File: config.mk
export PLATFORM = sky130hd
export DESIGN_NAME = cmpvr_top
export DESIGN_NICKNAME = d
export VERILOG_FILES = /design/src/inc/cmpvr_pkg.sv /design/src/inc/cmpvr_cfg_if.sv /design/src/hdl/cmpvr_sync.sv /design/src/hdl/cmpvr_ladder.sv /design/src/hdl/cmpvr_top.sv
export SDC_FILE = /design/constraint.sdc
export NUM_CORES = 1
export LEC_CHECK = 0
export BUFFER_PORTS_ARGS = -buffer_cell sky130_fd_sc_hd__buf_2
export CAP_MARGIN = 5
export CORE_MARGIN = 4
export CORE_UTILIZATION = 45
export CTS_CLUSTER_SIZE = 20
export DETAILED_ROUTE_END_ITERATION = 12
export GPL_TIMING_DRIVEN = 0
export PLACE_DENSITY = 0.93
export SETUP_SLACK_MARGIN = 0.4
export SLEW_MARGIN = 20
export SYNTH_ARGS = -nofsm -noshare
export SYNTH_HDL_FRONTEND = slang
export SYNTH_SLANG_ARGS = --single-unit
File: constraint.sdc
create_clock -name CLK_SYS -period 4.8 [get_ports CLK_SYS]
set_clock_uncertainty 0.05 [all_clocks]
set_input_delay 0.24 -clock CLK_SYS [delete_from_list [all_inputs] [get_ports CLK_SYS]]
set_output_delay 0.24 -clock CLK_SYS [all_outputs]
set_load 0.05 [all_outputs]
File: src/inc/cmpvr_pkg.sv
// package: register map, field layout and ladder constants for the comparator sync and reference block
package cmpvr_pkg;

  // ==========================================================================
  // bus widths
  localparam int CMPVR_ADDR_W = 8;
  localparam int CMPVR_DATA_W = 32;
  localparam int CMPVR_REG_W = 8;

  // ==========================================================================
  // register byte addresses
  localparam logic [CMPVR_ADDR_W-1:0] CMPVR_SYNC_GATE_ADDR = 8'h00;
  localparam logic [CMPVR_ADDR_W-1:0] CMPVR_LADDER_ADDR = 8'h04;
  localparam logic [1:0] CMPVR_WORD_ALIGN = 2'h0;

  // ==========================================================================
  // field positions
  localparam int CMPVR_SYNC_BIT = 0;
  localparam int CMPVR_GATE_BIT = 1;
  localparam int CMPVR_REF_EN_BIT = 7;
  localparam int CMPVR_RANGE_BIT = 5;
  localparam int CMPVR_LEVEL_LSB = 0;
  localparam int CMPVR_LEVEL_W = 4;
  localparam int CMPVR_SELECT_W = CMPVR_LEVEL_W + 2;

  // ==========================================================================
  // reset values and implemented-bit masks
  localparam logic [CMPVR_REG_W-1:0] CMPVR_SYNC_GATE_RESET = 8'h02;
  localparam logic [CMPVR_REG_W-1:0] CMPVR_LADDER_RESET = 8'h00;
  localparam logic [CMPVR_REG_W-1:0] CMPVR_SYNC_GATE_MASK = 8'h03;
  localparam logic [CMPVR_REG_W-1:0] CMPVR_LADDER_MASK = 8'hAF;

  // ==========================================================================
  // bus responses
  localparam logic [1:0] CMPVR_RESP_OKAY = 2'h0;
  localparam logic [1:0] CMPVR_RESP_SLVERR = 2'h2;

  // ==========================================================================
  // ladder ratio, expressed in 96ths of the supply
  localparam int CMPVR_RATIO_W = 7;
  localparam int CMPVR_RATIO_SCALE = 96;
  localparam int CMPVR_LOW_DENOM = 24;
  localparam int CMPVR_HIGH_DENOM = 32;
  localparam int CMPVR_HIGH_BASE_DENOM = 4;
  localparam logic [CMPVR_RATIO_W-1:0] CMPVR_LOW_STEP = 7'(CMPVR_RATIO_SCALE / CMPVR_LOW_DENOM);
  localparam logic [CMPVR_RATIO_W-1:0] CMPVR_HIGH_STEP = 7'(CMPVR_RATIO_SCALE / CMPVR_HIGH_DENOM);
  localparam logic [CMPVR_RATIO_W-1:0] CMPVR_HIGH_BASE = 7'(CMPVR_RATIO_SCALE / CMPVR_HIGH_BASE_DENOM);
  localparam logic [CMPVR_RATIO_W-1:0] CMPVR_RATIO_GROUND = 7'h00;

  // ==========================================================================
  // bus channel states
  typedef enum logic {CMPVR_WR_IDLE, CMPVR_WR_RESP} cmpvr_wr_state_t;
  typedef enum logic {CMPVR_RD_IDLE, CMPVR_RD_DATA} cmpvr_rd_state_t;

  // tap ratio of an enabled ladder for a given range and level code
  function automatic logic [CMPVR_RATIO_W-1:0] cmpvr_tap_ratio(input logic low_range,
                                                               input logic [CMPVR_LEVEL_W-1:0] level);
    logic [CMPVR_RATIO_W-1:0] lvl;
    lvl = {3'h0, level};
    if (low_range) begin
      return 7'(lvl * CMPVR_LOW_STEP);
    end
    return 7'(CMPVR_HIGH_BASE + lvl * CMPVR_HIGH_STEP);
  endfunction

endpackage

File: src/inc/cmpvr_cfg_if.sv
// interface: configuration fields carried from the register bank to the sync and ladder modules
`timescale 1ns/1ps
`default_nettype none
interface cmpvr_cfg_if;
  logic sync_enable;
  logic gate_select;
  logic ref_enable;
  logic ref_range;
  logic [cmpvr_pkg::CMPVR_LEVEL_W-1:0] ref_level;

  modport regs (output sync_enable, output gate_select, output ref_enable, output ref_range, output ref_level);
  modport sync_side (input sync_enable, input gate_select);
  modport ladder_side (input ref_enable, input ref_range, input ref_level);
endinterface
`default_nettype wire

File: src/hdl/cmpvr_sync.sv
// module: comparator latch on the timer clock falling edge and gate source selection
`timescale 1ns/1ps
`default_nettype none
module cmpvr_sync
  import cmpvr_pkg::*;
(
  // clock and reset
  input wire logic clk,
  input wire logic reset,
  // configuration
  cmpvr_cfg_if.sync_side cfg,
  // timer and comparator side
  input wire logic comp_out,
  input wire logic timer_clk_src,
  input wire logic timer_presc_clk,
  input wire logic timer_presc_on,
  input wire logic gate_pin,
  output logic gate_source,
  output logic synced_comp,
  output logic increment_strobe
);
  import cmpvr_pkg::*;

  logic sel_clk;
  logic prev_clk;
  logic fall_edge;
  logic comp_path;

  // the prescaler output replaces the raw source when the prescaler is in use
  assign sel_clk = timer_presc_on ? timer_presc_clk : timer_clk_src;
  assign fall_edge = prev_clk & ~sel_clk;
  // counter advances on the rising edge, the latch on the falling one, so they never race
  assign increment_strobe = ~prev_clk & sel_clk;

  // edge history of the selected timer clock
  always_ff @(posedge clk) begin
    if (reset) begin
      prev_clk <= 1'b0;
    end else begin
      prev_clk <= sel_clk;
    end
  end

  // comparator latch, loaded only on the falling edge
  always_ff @(posedge clk) begin
    if (reset) begin
      synced_comp <= 1'b0;
    end else if (fall_edge) begin
      synced_comp <= comp_out;
    end
  end

  // unlatched path when sync is off; pin or comparator picks the gate
  assign comp_path = cfg.sync_enable ? synced_comp : comp_out;
  always_ff @(posedge clk) begin
    if (reset) begin
      gate_source <= 1'b0;
    end else begin
      gate_source <= cfg.gate_select ? gate_pin : comp_path;
    end
  end

  // ==========================================================================
  // checks
  fall_latch_a: assert property (@(posedge clk) disable iff (reset)
    fall_edge |=> synced_comp == $past(comp_out)) else $error("comparator not latched on falling edge");
  latch_hold_a: assert property (@(posedge clk) disable iff (reset)
    !fall_edge |=> $stable(synced_comp)) else $error("latch changed off the falling edge");
  presc_edge_a: assert property (@(posedge clk) disable iff (reset)
    timer_presc_on && $past(timer_presc_on) && $fell(timer_presc_clk) |-> fall_edge)
    else $error("prescaled clock falling edge missed");
  gate_pin_a: assert property (@(posedge clk) disable iff (reset)
    cfg.gate_select |=> gate_source == $past(gate_pin)) else $error("gate not taken from pin");
  gate_comp_a: assert property (@(posedge clk) disable iff (reset)
    !cfg.gate_select && cfg.sync_enable |=> gate_source == $past(synced_comp))
    else $error("gate not taken from latched comparator");
  async_path_a: assert property (@(posedge clk) disable iff (reset)
    !cfg.gate_select && !cfg.sync_enable |=> gate_source == $past(comp_out))
    else $error("unlatched comparator path broken");
  sync_gate_c: cover property (@(posedge clk) disable iff (reset)
    !cfg.gate_select && cfg.sync_enable && fall_edge ##1 gate_source);
endmodule
`default_nettype wire

File: src/hdl/cmpvr_ladder.sv
// module: reference ladder selection bus and tap ratio
`timescale 1ns/1ps
`default_nettype none
module cmpvr_ladder
  import cmpvr_pkg::*;
(
  // clock and reset, used by the checks
  input wire logic clk,
  input wire logic reset,
  // configuration
  cmpvr_cfg_if.ladder_side cfg,
  // analog ladder side
  output logic [cmpvr_pkg::CMPVR_SELECT_W-1:0] ladder_select,
  output logic power_enable,
  output logic [cmpvr_pkg::CMPVR_RATIO_W-1:0] tap_ratio
);
  import cmpvr_pkg::*;

  // no comparator mode enters here, so nothing can override the settings
  assign ladder_select = {cfg.ref_enable, cfg.ref_range, cfg.ref_level};
  assign power_enable = cfg.ref_enable;

  // ground when disabled, else the tap of the chosen range
  always_comb begin
    if (!cfg.ref_enable) begin
      tap_ratio = CMPVR_RATIO_GROUND;
    end else begin
      tap_ratio = cmpvr_tap_ratio(cfg.ref_range, cfg.ref_level);
    end
  end

  // ==========================================================================
  // checks
  ground_off_a: assert property (@(posedge clk) disable iff (reset)
    !power_enable |-> tap_ratio == CMPVR_RATIO_GROUND) else $error("disabled ladder not at ground");
  low_range_a: assert property (@(posedge clk) disable iff (reset)
    cfg.ref_enable && cfg.ref_range |-> tap_ratio == 7'({3'h0, cfg.ref_level} * 7'h04))
    else $error("low range tap wrong");
  high_range_a: assert property (@(posedge clk) disable iff (reset)
    cfg.ref_enable && !cfg.ref_range |-> tap_ratio == 7'(7'h18 + {3'h0, cfg.ref_level} * 7'h03))
    else $error("high range tap wrong");
  top_tap_c: cover property (@(posedge clk) disable iff (reset) power_enable && cfg.ref_level == 4'hF);
endmodule
`default_nettype wire

File: src/hdl/cmpvr_top.sv
// module: register bank on an AXI4-Lite slave, driving comparator sync and reference ladder
//
// The implementer's own choices: the register addresses and register access over AXI4-Lite.
`timescale 1ns/1ps
`default_nettype none
// Function
// sync bit latches comparator on falling edge
// prescaler output clocks the latch
// latch falling edge, counter rising edge
// gate select: pin or comparator path
// unused bits read zero, ignore writes
// enable bit powers the ladder
// disabled ladder forces ground output
// range bit: one low, zero high
// four-bit level picks one of sixteen
// low range is level over 24
// high range quarter plus level/32
// software grounds reference by clearing fields
// settings independent of comparator mode
// software should sync when comparator gates
// selection bus follows register same cycle
// reset: gate from pin, ladder zero
module cmpvr_top
  import cmpvr_pkg::*;
(
  // clock and reset
  input wire logic CLK_SYS,
  input wire logic RESET,
  // AXI4-Lite write address
  input wire logic S_AXI_AWVALID,
  output logic S_AXI_AWREADY,
  input wire logic [cmpvr_pkg::CMPVR_ADDR_W-1:0] S_AXI_AWADDR,
  input wire logic [2:0] S_AXI_AWPROT,
  // AXI4-Lite write data
  input wire logic S_AXI_WVALID,
  output logic S_AXI_WREADY,
  input wire logic [cmpvr_pkg::CMPVR_DATA_W-1:0] S_AXI_WDATA,
  input wire logic [3:0] S_AXI_WSTRB,
  // AXI4-Lite write response
  output logic S_AXI_BVALID,
  input wire logic S_AXI_BREADY,
  output logic [1:0] S_AXI_BRESP,
  // AXI4-Lite read address
  input wire logic S_AXI_ARVALID,
  output logic S_AXI_ARREADY,
  input wire logic [cmpvr_pkg::CMPVR_ADDR_W-1:0] S_AXI_ARADDR,
  input wire logic [2:0] S_AXI_ARPROT,
  // AXI4-Lite read data
  output logic S_AXI_RVALID,
  input wire logic S_AXI_RREADY,
  output logic [cmpvr_pkg::CMPVR_DATA_W-1:0] S_AXI_RDATA,
  output logic [1:0] S_AXI_RRESP,
  // comparator and timer side
  input wire logic SECOND_COMPARATOR_OUT,
  input wire logic TIMER_CLOCK_SOURCE,
  input wire logic TIMER_PRESCALED_CLOCK,
  input wire logic TIMER_PRESCALER_ON,
  input wire logic EXTERNAL_GATE_PIN,
  output logic TIMER_GATE_SOURCE,
  output logic SYNCED_COMPARATOR_OUT,
  output logic TIMER_INCREMENT_STROBE,
  // reference ladder side
  output logic [cmpvr_pkg::CMPVR_SELECT_W-1:0] LADDER_SELECT,
  output logic LADDER_POWER_ENABLE,
  output logic [cmpvr_pkg::CMPVR_RATIO_W-1:0] INTERNAL_REFERENCE_OUTPUT
);
  import cmpvr_pkg::*;

  // ==========================================================================
  // decoding shared by both channels
  function automatic logic cmpvr_is_reg(input logic [CMPVR_ADDR_W-1:0] addr,
                                        input logic [CMPVR_ADDR_W-1:0] reg_addr);
    return addr[CMPVR_ADDR_W-1:2] == reg_addr[CMPVR_ADDR_W-1:2];
  endfunction

  function automatic logic cmpvr_mapped(input logic [CMPVR_ADDR_W-1:0] addr);
    return cmpvr_is_reg(addr, CMPVR_SYNC_GATE_ADDR) || cmpvr_is_reg(addr, CMPVR_LADDER_ADDR);
  endfunction

  // ==========================================================================
  // registers and channel state
  logic [CMPVR_REG_W-1:0] comparator_sync_gate_select;
  logic [CMPVR_REG_W-1:0] reference_ladder_control;
  cmpvr_wr_state_t wr_state;
  cmpvr_rd_state_t rd_state;
  logic aw_held;
  logic w_held;
  logic [CMPVR_ADDR_W-1:0] aw_addr;
  logic [CMPVR_REG_W-1:0] w_byte;
  logic w_lane0;
  logic do_write;
  logic [CMPVR_REG_W-1:0] next_read_byte;

  // ==========================================================================
  // write channel
  // address and data are taken in either order; each ready drops once its item is held
  assign S_AXI_AWREADY = !aw_held && wr_state == CMPVR_WR_IDLE;
  assign S_AXI_WREADY = !w_held && wr_state == CMPVR_WR_IDLE;
  assign do_write = aw_held && w_held && wr_state == CMPVR_WR_IDLE;

  // capture of the write address
  always_ff @(posedge CLK_SYS) begin
    if (RESET) begin
      aw_held <= 1'b0;
      aw_addr <= '0;
    end else if (S_AXI_AWVALID && S_AXI_AWREADY) begin
      aw_held <= 1'b1;
      aw_addr <= S_AXI_AWADDR;
    end else if (do_write) begin
      aw_held <= 1'b0;
    end
  end

  // capture of the write data; only byte lane 0 holds register bits
  always_ff @(posedge CLK_SYS) begin
    if (RESET) begin
      w_held <= 1'b0;
      w_byte <= '0;
      w_lane0 <= 1'b0;
    end else if (S_AXI_WVALID && S_AXI_WREADY) begin
      w_held <= 1'b1;
      w_byte <= S_AXI_WDATA[CMPVR_REG_W-1:0];
      w_lane0 <= S_AXI_WSTRB[0];
    end else if (do_write) begin
      w_held <= 1'b0;
    end
  end

  // write response, one cycle after both halves are held
  always_ff @(posedge CLK_SYS) begin
    if (RESET) begin
      wr_state <= CMPVR_WR_IDLE;
      S_AXI_BRESP <= CMPVR_RESP_OKAY;
    end else begin
      unique case (wr_state)
        CMPVR_WR_IDLE: begin
          if (do_write) begin
            wr_state <= CMPVR_WR_RESP;
            S_AXI_BRESP <= cmpvr_mapped(aw_addr) ? CMPVR_RESP_OKAY : CMPVR_RESP_SLVERR;
          end
        end
        CMPVR_WR_RESP: begin
          if (S_AXI_BREADY) begin
            wr_state <= CMPVR_WR_IDLE;
          end
        end
      endcase
    end
  end
  assign S_AXI_BVALID = wr_state == CMPVR_WR_RESP;

  // ==========================================================================
  // register bank
  // unused bits are masked on write, so they stay zero and read back as zero
  always_ff @(posedge CLK_SYS) begin
    if (RESET) begin
      comparator_sync_gate_select <= CMPVR_SYNC_GATE_RESET;
    end else if (do_write && w_lane0 && cmpvr_is_reg(aw_addr, CMPVR_SYNC_GATE_ADDR)) begin
      comparator_sync_gate_select <= w_byte & CMPVR_SYNC_GATE_MASK;
    end
  end

  // ladder control; any value of the level field is accepted
  always_ff @(posedge CLK_SYS) begin
    if (RESET) begin
      reference_ladder_control <= CMPVR_LADDER_RESET;
    end else if (do_write && w_lane0 && cmpvr_is_reg(aw_addr, CMPVR_LADDER_ADDR)) begin
      reference_ladder_control <= w_byte & CMPVR_LADDER_MASK;
    end
  end

  // ==========================================================================
  // read channel
  assign S_AXI_ARREADY = rd_state == CMPVR_RD_IDLE;

  // read data selection; unmapped words read as zero
  always_comb begin
    next_read_byte = '0;
    if (cmpvr_is_reg(S_AXI_ARADDR, CMPVR_SYNC_GATE_ADDR)) begin
      next_read_byte = comparator_sync_gate_select;
    end else if (cmpvr_is_reg(S_AXI_ARADDR, CMPVR_LADDER_ADDR)) begin
      next_read_byte = reference_ladder_control;
    end
  end

  // read answer, one cycle after the address is taken
  always_ff @(posedge CLK_SYS) begin
    if (RESET) begin
      rd_state <= CMPVR_RD_IDLE;
      S_AXI_RDATA <= '0;
      S_AXI_RRESP <= CMPVR_RESP_OKAY;
    end else begin
      unique case (rd_state)
        CMPVR_RD_IDLE: begin
          if (S_AXI_ARVALID) begin
            rd_state <= CMPVR_RD_DATA;
            S_AXI_RDATA <= {{(CMPVR_DATA_W-CMPVR_REG_W){1'b0}}, next_read_byte};
            S_AXI_RRESP <= cmpvr_mapped(S_AXI_ARADDR) ? CMPVR_RESP_OKAY : CMPVR_RESP_SLVERR;
          end
        end
        CMPVR_RD_DATA: begin
          if (S_AXI_RREADY) begin
            rd_state <= CMPVR_RD_IDLE;
          end
        end
      endcase
    end
  end
  assign S_AXI_RVALID = rd_state == CMPVR_RD_DATA;

  // ==========================================================================
  // configuration fanout
  cmpvr_cfg_if cfg ();

  // fields leave the register bank without any comparator mode term in between
  assign cfg.sync_enable = comparator_sync_gate_select[CMPVR_SYNC_BIT];
  assign cfg.gate_select = comparator_sync_gate_select[CMPVR_GATE_BIT];
  assign cfg.ref_enable = reference_ladder_control[CMPVR_REF_EN_BIT];
  assign cfg.ref_range = reference_ladder_control[CMPVR_RANGE_BIT];
  assign cfg.ref_level = reference_ladder_control[CMPVR_LEVEL_LSB +: CMPVR_LEVEL_W];

  // comparator latch and gate source
  cmpvr_sync u_sync (
    .clk(CLK_SYS),
    .reset(RESET),
    .cfg(cfg.sync_side),
    .comp_out(SECOND_COMPARATOR_OUT),
    .timer_clk_src(TIMER_CLOCK_SOURCE),
    .timer_presc_clk(TIMER_PRESCALED_CLOCK),
    .timer_presc_on(TIMER_PRESCALER_ON),
    .gate_pin(EXTERNAL_GATE_PIN),
    .gate_source(TIMER_GATE_SOURCE),
    .synced_comp(SYNCED_COMPARATOR_OUT),
    .increment_strobe(TIMER_INCREMENT_STROBE)
  );

  // reference ladder controls
  cmpvr_ladder u_ladder (
    .clk(CLK_SYS),
    .reset(RESET),
    .cfg(cfg.ladder_side),
    .ladder_select(LADDER_SELECT),
    .power_enable(LADDER_POWER_ENABLE),
    .tap_ratio(INTERNAL_REFERENCE_OUTPUT)
  );

  // ==========================================================================
  // checks
  reset_values_a: assert property (@(posedge CLK_SYS)
    RESET |=> comparator_sync_gate_select == 8'h02 && reference_ladder_control == 8'h00
      && !LADDER_POWER_ENABLE) else $error("registers not at reset values");
  reserved_zero_a: assert property (@(posedge CLK_SYS) disable iff (RESET)
    (comparator_sync_gate_select & ~8'h03) == 8'h00 && (reference_ladder_control & ~8'hAF) == 8'h00)
    else $error("unused register bit set");
  ladder_write_a: assert property (@(posedge CLK_SYS) disable iff (RESET)
    do_write && w_lane0 && aw_addr[CMPVR_ADDR_W-1:2] == 6'h01
      |=> LADDER_SELECT == {$past(w_byte[7]), $past(w_byte[5]), $past(w_byte[3:0])})
    else $error("ladder bus did not follow write");
  write_resp_a: assert property (@(posedge CLK_SYS) disable iff (RESET)
    do_write |=> S_AXI_BVALID ##0 !S_AXI_AWREADY && !S_AXI_WREADY)
    else $error("write response not raised after write");
  read_answer_a: assert property (@(posedge CLK_SYS) disable iff (RESET)
    S_AXI_ARVALID && S_AXI_ARREADY && S_AXI_ARADDR[CMPVR_ADDR_W-1:2] == 6'h00
      |=> S_AXI_RVALID && S_AXI_RDATA[31:2] == 30'h0) else $error("read of sync register wrong");
  read_hold_a: assert property (@(posedge CLK_SYS) disable iff (RESET)
    S_AXI_RVALID && !S_AXI_RREADY |=> S_AXI_RVALID && $stable(S_AXI_RDATA))
    else $error("read data dropped before taken");
  // a second request while an answer is pending would be lost
  write_refuse_a: assert property (@(posedge CLK_SYS) disable iff (RESET)
    S_AXI_BVALID |-> !S_AXI_AWREADY && !S_AXI_WREADY) else $error("write taken while response pending");
  read_refuse_a: assert property (@(posedge CLK_SYS) disable iff (RESET)
    S_AXI_RVALID |-> !S_AXI_ARREADY) else $error("read taken while answer pending");
  bad_read_a: assert property (@(posedge CLK_SYS) disable iff (RESET)
    S_AXI_ARVALID && S_AXI_ARREADY && !cmpvr_mapped(S_AXI_ARADDR)
      |=> S_AXI_RRESP == CMPVR_RESP_SLVERR && S_AXI_RDATA == 32'h00000000)
    else $error("unmapped read not refused");
  sync_write_c: cover property (@(posedge CLK_SYS) disable iff (RESET)
    do_write && aw_addr == CMPVR_SYNC_GATE_ADDR ##1 S_AXI_BVALID);
  bad_read_c: cover property (@(posedge CLK_SYS) disable iff (RESET)
    S_AXI_RVALID && S_AXI_RRESP == CMPVR_RESP_SLVERR);
endmodule
`default_nettype wire

==> results.py, run 1 <==
metrics = {
    "logic_synthesis": {
        "yosys_register_bits": 36,
        "synth_edf_count": 0,
        "synth.cell_area_um2": 1923,
        "synth.area.top_cells": "dfxtp_1 (37%), mux2i_1 (13%), buf_4 (12%), nand2b_1 (6.2%), nor2_1 (4.7%)",
        "synthCells": 210,
        "synth_area_per_cell_um2": 9.158,
        "synth_largest_area_cell": "dfxtp_1",
        "synth_xor_area_share_pct": 0.4554,
        "synth-simple-area-share_pct": 21.99,
        "synth_top_family_by_area": "simple AND/OR/NAND/NOR gates",
        "synth.distinct_cells": 30,
        "seq_area_frac_synth_pct": 37.48,
        "synth_flop_cell": "dfxtp_1",
        "synth_compound_gate_area_share_pct": 5.595,
        "synth_top_area_share_pct": 37.48,
        "synth_most_common_cell": "dfxtp_1",
        "synth_mux_area_share_pct": 14.77,
        "synth.top_cells.by_count": "dfxtp_1 (36), buf_4 (30), mux2i_1 (25)",
        "async_flop_share_pct": 0,
        "yosys_warnings": 0,
        "synth-adder-area-share_pct": 4.684,
    },
    "die": {
        "die_area_um2": 5383,
        "fp.dieW_um": 73.37,
        "fp.coreArea_um2": 4058,
        "ios": 128,
        "die_h_um": 73.37,
        "start_util_pct": 47.39,
        "fp-row-count": 23,
    },
    "drt": {
        "postRouteAntennaNets": 0,
        "vias": 1589,
        "routed_wl_um": 4149,
        "drtPass1Iterations": 4,
        "detail_route.iter0.violations": 43,
        "wl_per_cell_um": 11.69,
        "vias_per_cell": 4.476,
        "post-route-drc-count": 0,
    },
    "sta": {
        "period_needed_ns": 2.844,
        "relSlewSlack_pct": 61.77,
        "fin_hold_ws_ns": 0.1333,
        "fin_tns_setup_ns": 0,
        "slew_violations": 0,
        "timing.fmax_mhz": 351.6,
        "setup_viol": 0,
        "tightest_slew_ns": 0.5692,
        "rsz0062_at_grt": "false",
        "fin_crit_sh_pct": 59.25,
        "hold_viol_final": 0,
    },
    "global_routing": {
        "grt_pass1_vias": 1484,
        "grt_usage_pct": 16.22,
        "antenna_found_initial": 0,
        "grt-ovfl-total": 0,
        "grt_max_degree": 12,
        "grt_first_pass_wirelength_um": 6589,
    },
    "worst_setup_path": {
        "end_kind": "output pin",
        "required_ns": 4.51,
        "startpoint": "reference_ladder_control[1]",
        "rr_startpoint": "aw_addr[3]",
        "worstSetupPathType": "register to output pin",
        "crit_fanout": 6,
        "startpoint_type": "register",
        "arrival_ns": 2.55,
    },
    "cells_and_area": {
        "antenna_cells": 0,
        "syn_to_final_growth_pct": 30.71,
        "finalNetCount": 380,
        "drive_gt1_share_pct": 34.43,
    },
    "clock_network": {
        "cts.sinks": 36,
        "post-cts-setup-buffers": 0,
        "cts-root-buf": "clkbuf_8",
        "cts_hold_buf": 0,
        "htree_levels": 2,
        "cts_max_path_buffers": 2,
        "cts_made_buffers": 5,
        "cts_resized": 0,
        "clk_latency_ns": 0.29,
        "clk_pin_slew_ns": 0.07,
        "cts_tree": "built",
    },
    "power_and_ir_drop": {
        "p_per_area_nw_per_um2": 305.9,
        "p_leak_nw": 1.223,
        "internal-power_mw": 0.5473,
        "p_sw_share_pct": 28.83,
        "p_switching_mw": 0.2217,
        "vdd_drop_max_mv": 0.2226,
        "pwr-share-seq_pct": 41.8,
        "power_frac_comb_pct": 20.6,
        "clock_power_share_pct": 37.5,
    },
    "job": {
        "max_cap_violations": 0,
    },
    "placed_design": {
        "io_buffers": 60,
        "place_congestion": 0.8308,
        "dp_hpwl_um": 3359,
    },
    "outcome": {
        "run_status": "complete, no violations",
    },
    "worst_hold_path": {
        "hold_start": "S_AXI_AWADDR[5]",
        "hp-class": "input pin to register",
    },
}
layout make-up:
class	instances	area, µm²
multi-input combinational	155	1018
sequential	36	720.7
timing repair buffer	60	300.3
fill	361	1544
tap	50	62.56
clock inverter	1	30.03
buffer	37	251.5
inverter	9	33.78
clock buffer	7	96.34
power by group through the flow:
stage / combinational [mW] / sequential [mW] / clock, mW
final: 0.159 / 0.322 / 0.289
after global routing: 0.170 / 0.323 / 0.308
after CTS: 0.158 / 0.322 / 0.297
after detailed placement: 0.158 / 0.328 / 0
after global placement: 0.156 / 0.328 / 0
after floorplan: 0.121 / 0.336 / 0
cells in the final DEF, fill, tap and decap left out, drive strengths merged:
| master | n |
|---|---|
| a211oi | 1 |
| a21bo | 1 |
| a21oi | 9 |
| and2 | 3 |
| buf | 91 |
| bufinv | 1 |
| clkbuf | 13 |
| conb | 28 |
| dfxtp | 36 |
| fa | 2 |
| ha | 4 |
| inv | 9 |
| mux2 | 3 |
| mux2i | 25 |
| nand2 | 6 |
| nand2b | 19 |
| nand3 | 1 |
| nand3b | 6 |
| nand4b | 2 |
| nor2 | 24 |
| nor2b | 3 |
| nor3 | 2 |
| nor3b | 3 |
| nor4 | 3 |
| o21ai | 3 |
| o31ai | 4 |
| or3b | 1 |
| or4 | 1 |
| xnor2 | 1 |
per-stage QoR:
step / cell area, µm² / power, mW / utilization, % / instances / setup slack [ns]
3_3_place_gp: 2387 / 0.4831 / 58.83 / 347 / 2.299
5_1_grt: 2514 / 0.8013 / 61.95 / 355 / 1.825
4_1_cts: 2514 / 0.7763 / 61.95 / 355 / 1.934
2_1_floorplan: 2024 / 0.4572 / - / 237 / 1.598
6_report: 2514 / 0.7689 / 61.95 / 355 / 1.956
3_5_place_dp: 2387 / 0.4862 / 58.83 / 347 / 2.274
path summary, 6_finish.rpt:
| path | endpoint | slack (ns) | cells after the start |
|---|---|---|---|
| worst min register to register | S_AXI_RDATA[1] | 0.41 | 2 |
| worst min-delay path | aw_addr[5] | 0.13 | 3 |
| worst max register to register | reference_ladder_control[2] | 3.03 | 3 |
| worst max-delay path | INTERNAL_REFERENCE_OUTPUT[5] | 1.96 | 7 |
metal layers:
| metal | up-vias | track usage [%] | share of wire, % |
|---|---|---|---|
| met5 | - | 0 | 0 |
| met4 | 0 | 9.054 | 2.3 |
| met3 | 9 | 5.062 | 9.8 |
| met2 | 63 | 27.11 | 48 |
| met1 | 692 | 18.21 | 40 |
| li1 | 825 | - | - |
worst max-delay path, cell delays in order (launching register included):
cell	delay, ns
dfxtp_1	0.44
ha_1	0.19
inv_1	0.07
fa_1	0.42
or3b_2	0.47
a21oi_1	0.22
mux2i_1	0.19
buf_2	0.28
flip-flops by register name, indices dropped and copies added (netlist names):
name / flops
S_AXI_RVALID: 1
u_sync.prev_clk: 1
aw_addr: 6
S_AXI_BVALID: 1
reference_ladder_control: 6
S_AXI_BRESP: 1
comparator_sync_gate_select: 2
aw_held: 1
u_sync.synced_comp: 1
u_sync.gate_source: 1
S_AXI_RRESP: 1
w_lane0: 1
S_AXI_RDATA: 6
w_byte: 6
w_held: 1
cells by family (layout without fill, tap and decap cells):
family	count (synthesis)	after routing
AND/OR/NAND/NOR	74	74
XOR/XNOR	1	1
AO/OA/AOI/OAI	18	18
flip-flops	36	36
adder cells (fa/ha/maj)	6	6
multiplexers	28	28
other	1	28
buffers and inverters	46	114
Note: power is estimated with default switching activity, not from simulation.
==> run 2, diff against run 1 <==
--- a/config.mk
+++ b/config.mk
@@ -8,11 +8,11 @@
 export BUFFER_PORTS_ARGS = -buffer_cell sky130_fd_sc_hd__buf_2
 export CAP_MARGIN = 5
 export CORE_MARGIN = 4
-export CORE_UTILIZATION = 45
+export CORE_UTILIZATION = 42
 export CTS_CLUSTER_SIZE = 20
 export DETAILED_ROUTE_END_ITERATION = 12
 export GPL_TIMING_DRIVEN = 0
-export PLACE_DENSITY = 0.93
+export PLACE_DENSITY = 0.88
 export SETUP_SLACK_MARGIN = 0.4
 export SLEW_MARGIN = 20
 export SYNTH_ARGS = -nofsm -noshare
==> constraint.sdc (replaced) <==
create_clock -name CLK_SYS -period 3 [get_ports CLK_SYS]
set_clock_uncertainty 0.05 [all_clocks]
set_input_delay 0.15 -clock CLK_SYS [delete_from_list [all_inputs] [get_ports CLK_SYS]]
set_output_delay 0.15 -clock CLK_SYS [all_outputs]
set_load 0.05 [all_outputs]
==> results.py, run 2 (synthesis gave the netlist of run 1 again) <==
metrics = {
    "outcome": {
        "run_status": "complete, no violations",
    },
    "die": {
        "die_area_um2": 5725,
        "fp.coreArea_um2": 4384,
        "ios": 128,
        "start_util_pct": 43.86,
        "fp-row-count": 24,
        "die_h_um": 75.67,
        "fp.dieW_um": 75.67,
    },
    "drt": {
        "postRouteAntennaNets": 0,
        "drtPass1Iterations": 4,
        "post-route-drc-count": 0,
        "vias": 1599,
        "detail_route.iter0.violations": 26,
        "routed_wl_um": 4223,
        "wl_per_cell_um": 11.76,
        "vias_per_cell": 4.454,
    },
    "sta": {
        "setup_viol": 0,
        "hold_viol_final": 0,
        "relSlewSlack_pct": 59.74,
        "slew_violations": 0,
        "fin_hold_ws_ns": 0.06063,
        "rsz0062_at_grt": "false",
        "timing.fmax_mhz": 395.7,
        "tightest_slew_ns": 0.5984,
        "fin_crit_sh_pct": 84.24,
        "period_needed_ns": 2.527,
        "fin_tns_setup_ns": 0,
    },
    "cells_and_area": {
        "finalNetCount": 383,
        "final_cell_area_um2": 2546,
        "antenna_cells": 0,
        "final_cell_mix": "buf_2 (59), dfxtp_1 (34), buf_4 (33)",
        "final_common_cell": "buf_2",
        "drive_gt1_share_pct": 36.81,
        "syn_to_final_growth_pct": 32.40,
        "nFillCells": 397,
        "fin_util_pct": 58.08,
    },
    "placed_design": {
        "placed_area_um2": 2409,
        "place_congestion": 0.7543,
        "dp_hpwl_um": 3406,
        "io_buffers": 60,
    },
    "global_routing": {
        "grt_pass1_vias": 1530,
        "grt-ovfl-total": 0,
        "antenna_found_initial": 0,
        "grt_first_pass_wirelength_um": 6693,
        "grt_max_degree": 11,
        "grt_usage_pct": 15.16,
    },
    "clock_network": {
        "cts.sinks": 36,
        "cts_hold_buf": 0,
        "cts_made_buffers": 5,
        "htree_levels": 2,
        "clk_pin_slew_ns": 0.07,
        "cts_tree": "built",
        "cts-root-buf": "clkbuf_8",
        "clk_latency_ns": 0.27,
        "cts_max_path_buffers": 2,
    },
    "worst_setup_path": {
        "required_ns": 2.80,
        "worstSetupPathType": "register to output pin",
        "crit_fanout": 4,
        "startpoint_type": "register",
        "end_kind": "output pin",
        "arrival_ns": 2.33,
    },
    "power_and_ir_drop": {
        "p_per_area_nw_per_um2": 423.3,
        "vdd_drop_max_mv": 0.3999,
        "p_leak_nw": 1.221,
    },
    "worst_hold_path": {
        "hp-class": "input pin to register",
    },
    "job": {
        "max_cap_violations": 0,
    },
}
## run 2: cell types whose count changed in the layout (fill, tap and decap cells not counted), moves of 2 or more
cell | previous run | this run
buf_4 | 30 | 33
a21oi_1 | 9 | 7
clkbuf_8 | 7 | 5
dfxtp_1 | 36 | 34
dfxtp_4 | 0 | 2
## run 2: worst max-delay path: stages, from the launching register on
cell     delay (ns)
dfxtp_4        0.38
ha_4           0.13
inv_2          0.05
fa_1           0.48
or3b_4         0.40
a21oi_4        0.19
mux2i_4        0.25
buf_6          0.18
## run 2: cell type report
class                      count  area (µm²)  area share [%]
inverter                       9       33.78           1.327
clock buffer                   6       72.57           2.850
timing repair buffer          63       329.1           12.92
clock inverter                 1       5.005          0.1966
sequential                    36       728.2           28.60
multi-input combinational    155        1061           41.67
tap                           52       65.06           2.555
buffer                        37       251.5           9.877
## run 2: stage by stage
step | power (mW) | setup WS (ns) | instances
after floorplan | 0.7315 | 0.3994 | 237
after global routing | 1.131 | 0.3998 | 359
after detailed placement | 0.7776 | 0.3975 | 349
final | 1.078 | 0.4727 | 359
after global placement | 0.7726 | 0.4804 | 349
after CTS | 1.090 | 0.4342 | 356
## run 2: worst paths after layout
check / end / startpoint / slack (ns) / cells after the start
max: INTERNAL_REFERENCE_OUTPUT[5] / reference_ladder_control[1] / 0.47 / 7
max reg2reg: comparator_sync_gate_select[1] / aw_addr[3] / 1.23 / 3
min: aw_addr[7] / S_AXI_AWADDR[7] / 0.06 / 3
min reg2reg: S_AXI_RDATA[1] / S_AXI_RDATA[1] / 0.40 / 2
## run 2: report_power, final
part	switching, mW	internal (mW)	total [mW]	leakage (nW)
Sequential	0.0157	0.497	0.513	0.296
Combinational	0.170	0.0838	0.254	0.884
Clock	0.153	0.158	0.311	0.0410
## run 2: what timing repair did
item,CTS,global route
setup endpoints to repair,1,1
gates cloned,0,0
gates resized for setup,6,4
pin swaps,1,4
setup buffers,0,3
## run 2: routing by layer
layer  GRT usage, %  part of all wire [%]  vias to the layer above
met4          4.660                  0.62                        0
li1               -                     -                      834
met5              0                     0                        -
met3          4.090                   9.0                        2
met2          27.90                    52                       53
met1          16.90                    38                      710
==> run 3, diff against run 2 <==
==> constraint.sdc (replaced) <==
create_clock -name CLK_SYS -period 2.5 [get_ports CLK_SYS]
set_clock_uncertainty 0.05 [all_clocks]
set_input_delay 0.125 -clock CLK_SYS [delete_from_list [all_inputs] [get_ports CLK_SYS]]
set_output_delay 0.125 -clock CLK_SYS [all_outputs]
set_load 0.05 [all_outputs]
==> results.py, run 3 (synthesis gave the netlist of run 1 again) <==
metrics = {
    "outcome": {
        "run_status": "complete, no violations",
    },
    "global_routing": {
        "grt_max_degree": 12,
        "grt_pass1_vias": 1520,
        "grt-ovfl-total": 0,
        "antenna_found_initial": 0,
        "grt_first_pass_wirelength_um": 6762,
        "grt_usage_pct": 15.86,
    },
    "placed_design": {
        "placed_area_um2": 2459,
        "place_congestion": 0.8457,
        "dp_hpwl_um": 3404,
        "io_buffers": 60,
        "pre_cts_slack_ns": 0.2676,
    },
    "drt": {
        "routed_wl_um": 4384,
        "wl_per_cell_um": 12.14,
        "detail_route.iter0.violations": 55,
        "postRouteAntennaNets": 0,
        "vias_per_cell": 4.468,
        "vias": 1613,
        "post-route-drc-count": 0,
        "drtPass1Iterations": 4,
    },
    "die": {
        "die_h_um": 75.67,
        "ios": 128,
        "fp-row-count": 24,
        "start_util_pct": 43.86,
        "fp.dieW_um": 75.67,
        "fp.coreArea_um2": 4384,
        "die_area_um2": 5725,
    },
    "worst_setup_path": {
        "end_kind": "output pin",
        "startpoint_type": "register",
        "worstSetupPathType": "register to output pin",
        "worst-path-stages": 7,
        "slowest_delay_ns": 0.40,
        "rr_startpoint": "aw_addr[3]",
        "worst-path-buf-inv": 2,
        "timing.rr.end": "comparator_sync_gate_select[0]",
        "path_cells": "ha_4 -> inv_4 -> fa_1 -> or3b_4 -> a21oi_4 -> mux2i_4 -> buf_6",
        "crit_family": "adder cells",
        "required_ns": 2.33,
        "r2r_cells": 3,
        "arrival_ns": 2.26,
        "r2r_slack_ns": 0.69,
        "crit_fanout": 4,
        "critical-path-slowest-cell": "fa_1",
    },
    "clock_network": {
        "htree_levels": 2,
        "cts_hold_buf": 0,
        "cts.sinks": 36,
        "clk_latency_ns": 0.29,
        "cts_made_buffers": 5,
        "cts_max_path_buffers": 2,
        "cts-root-buf": "clkbuf_8",
        "cts_tree": "built",
        "clk_pin_slew_ns": 0.07,
    },
    "sta": {
        "relSlewSlack_pct": 56.83,
        "fin_crit_sh_pct": 97.39,
        "hold_viol_final": 0,
        "period_needed_ns": 2.435,
        "timing.fmax_mhz": 410.7,
        "rsz0062_at_grt": "true",
        "slew_violations": 0,
        "fin_ws_ns": 0.06513,
        "tightest_slew_ns": 0.6416,
        "setup_viol": 0,
    },
    "cells_and_area": {
        "final_common_cell": "buf_2",
        "final_cell_mix": "buf_2 (56), buf_4 (33), dfxtp_1 (32)",
        "fin_util_pct": 60.07,
        "drive_gt1_share_pct": 40.13,
        "antenna_cells": 0,
        "final_cell_area_um2": 2634,
        "finalNetCount": 384,
        "syn_to_final_growth_pct": 36.96,
    },
    "power_and_ir_drop": {
        "p_per_area_nw_per_um2": 496.8,
        "power_mw": 1.308,
        "p_leak_nw": 1.238,
        "vdd_drop_max_mv": 0.3898,
    },
    "worst_hold_path": {
        "min_path_cells": 3,
        "hp-class": "input pin to register",
        "hold_end": "w_byte[3]",
        "hold_start": "S_AXI_WDATA[3]",
    },
    "job": {
        "max_cap_violations": 0,
    },
}
==> run 3: worst register-to-register path: cells and delay by family, from the launching register on <==
family / cells / cell delay (ns)
flip-flops: 1 / 0.31
multiplexers: 1 / 0.25
AND/OR/NAND/NOR: 2 / 1.13
==> run 3: how the worst max path moves through the flow <==
stage / start / to / slack, ns
5_1_grt: reference_ladder_control[2] / INTERNAL_REFERENCE_OUTPUT[5] / -0.007
2_1_floorplan: reference_ladder_control[2] / INTERNAL_REFERENCE_OUTPUT[5] / 0.26
4_1_cts: reference_ladder_control[2] / INTERNAL_REFERENCE_OUTPUT[5] / 0.05
3_3_place_gp: reference_ladder_control[1] / INTERNAL_REFERENCE_OUTPUT[5] / 0.29
3_5_place_dp: reference_ladder_control[1] / INTERNAL_REFERENCE_OUTPUT[5] / 0.27
6_report: reference_ladder_control[2] / INTERNAL_REFERENCE_OUTPUT[5] / 0.07
==> run 3: report_power, final <==
part | total, mW | internal, mW | switching [mW]
sequential | 0.614 | 0.595 | 0.0185
clock | 0.390 | 0.195 | 0.195
combinational | 0.305 | 0.101 | 0.204
==> run 3: what timing repair did <==
item | in CTS | in global routing
buffers inserted | 4 | 0
gates resized for setup | 19 | 1
pin swaps | 3 | 1
cloned | 0 | 0
setup endpoints to repair | 4 | 4
==> run 3: routing by layer <==
| metal | global-route usage, % | vias to the layer above | part of all wire [%] |
|---|---|---|---|
| met4 | 6.214 | 0 | 1.5 |
| li1 | - | 837 | - |
| met5 | 0 | - | 0 |
| met2 | 28.00 | 59 | 51 |
| met1 | 17.61 | 709 | 38 |
| met3 | 5.145 | 8 | 9.4 |
==> run 3: area by class of cell <==
type | instances | area, µm²
multi-input cells | 155 | 1104
well taps | 52 | 65.06
repair buffers | 64 | 362.8
plain buffers | 37 | 251.5
flip-flops and latches | 36 | 733.2
fillers | 401 | 1750
clock buffers | 7 | 76.32
inverters | 9 | 36.28
clock inverters | 1 | 5.005
==> run 3: metrics by stage <==
stage / cells / hold slack [ns] / TNS [ns]
2_1_floorplan: 237 / 0.2218 / 0
3_3_place_gp: 349 / 0.3077 / 0
3_5_place_dp: 349 / 0.3175 / 0
4_1_cts: 361 / 0.01942 / 0
5_1_grt: 361 / 0.02747 / -0.007043
6_report: 361 / 0.02110 / 0
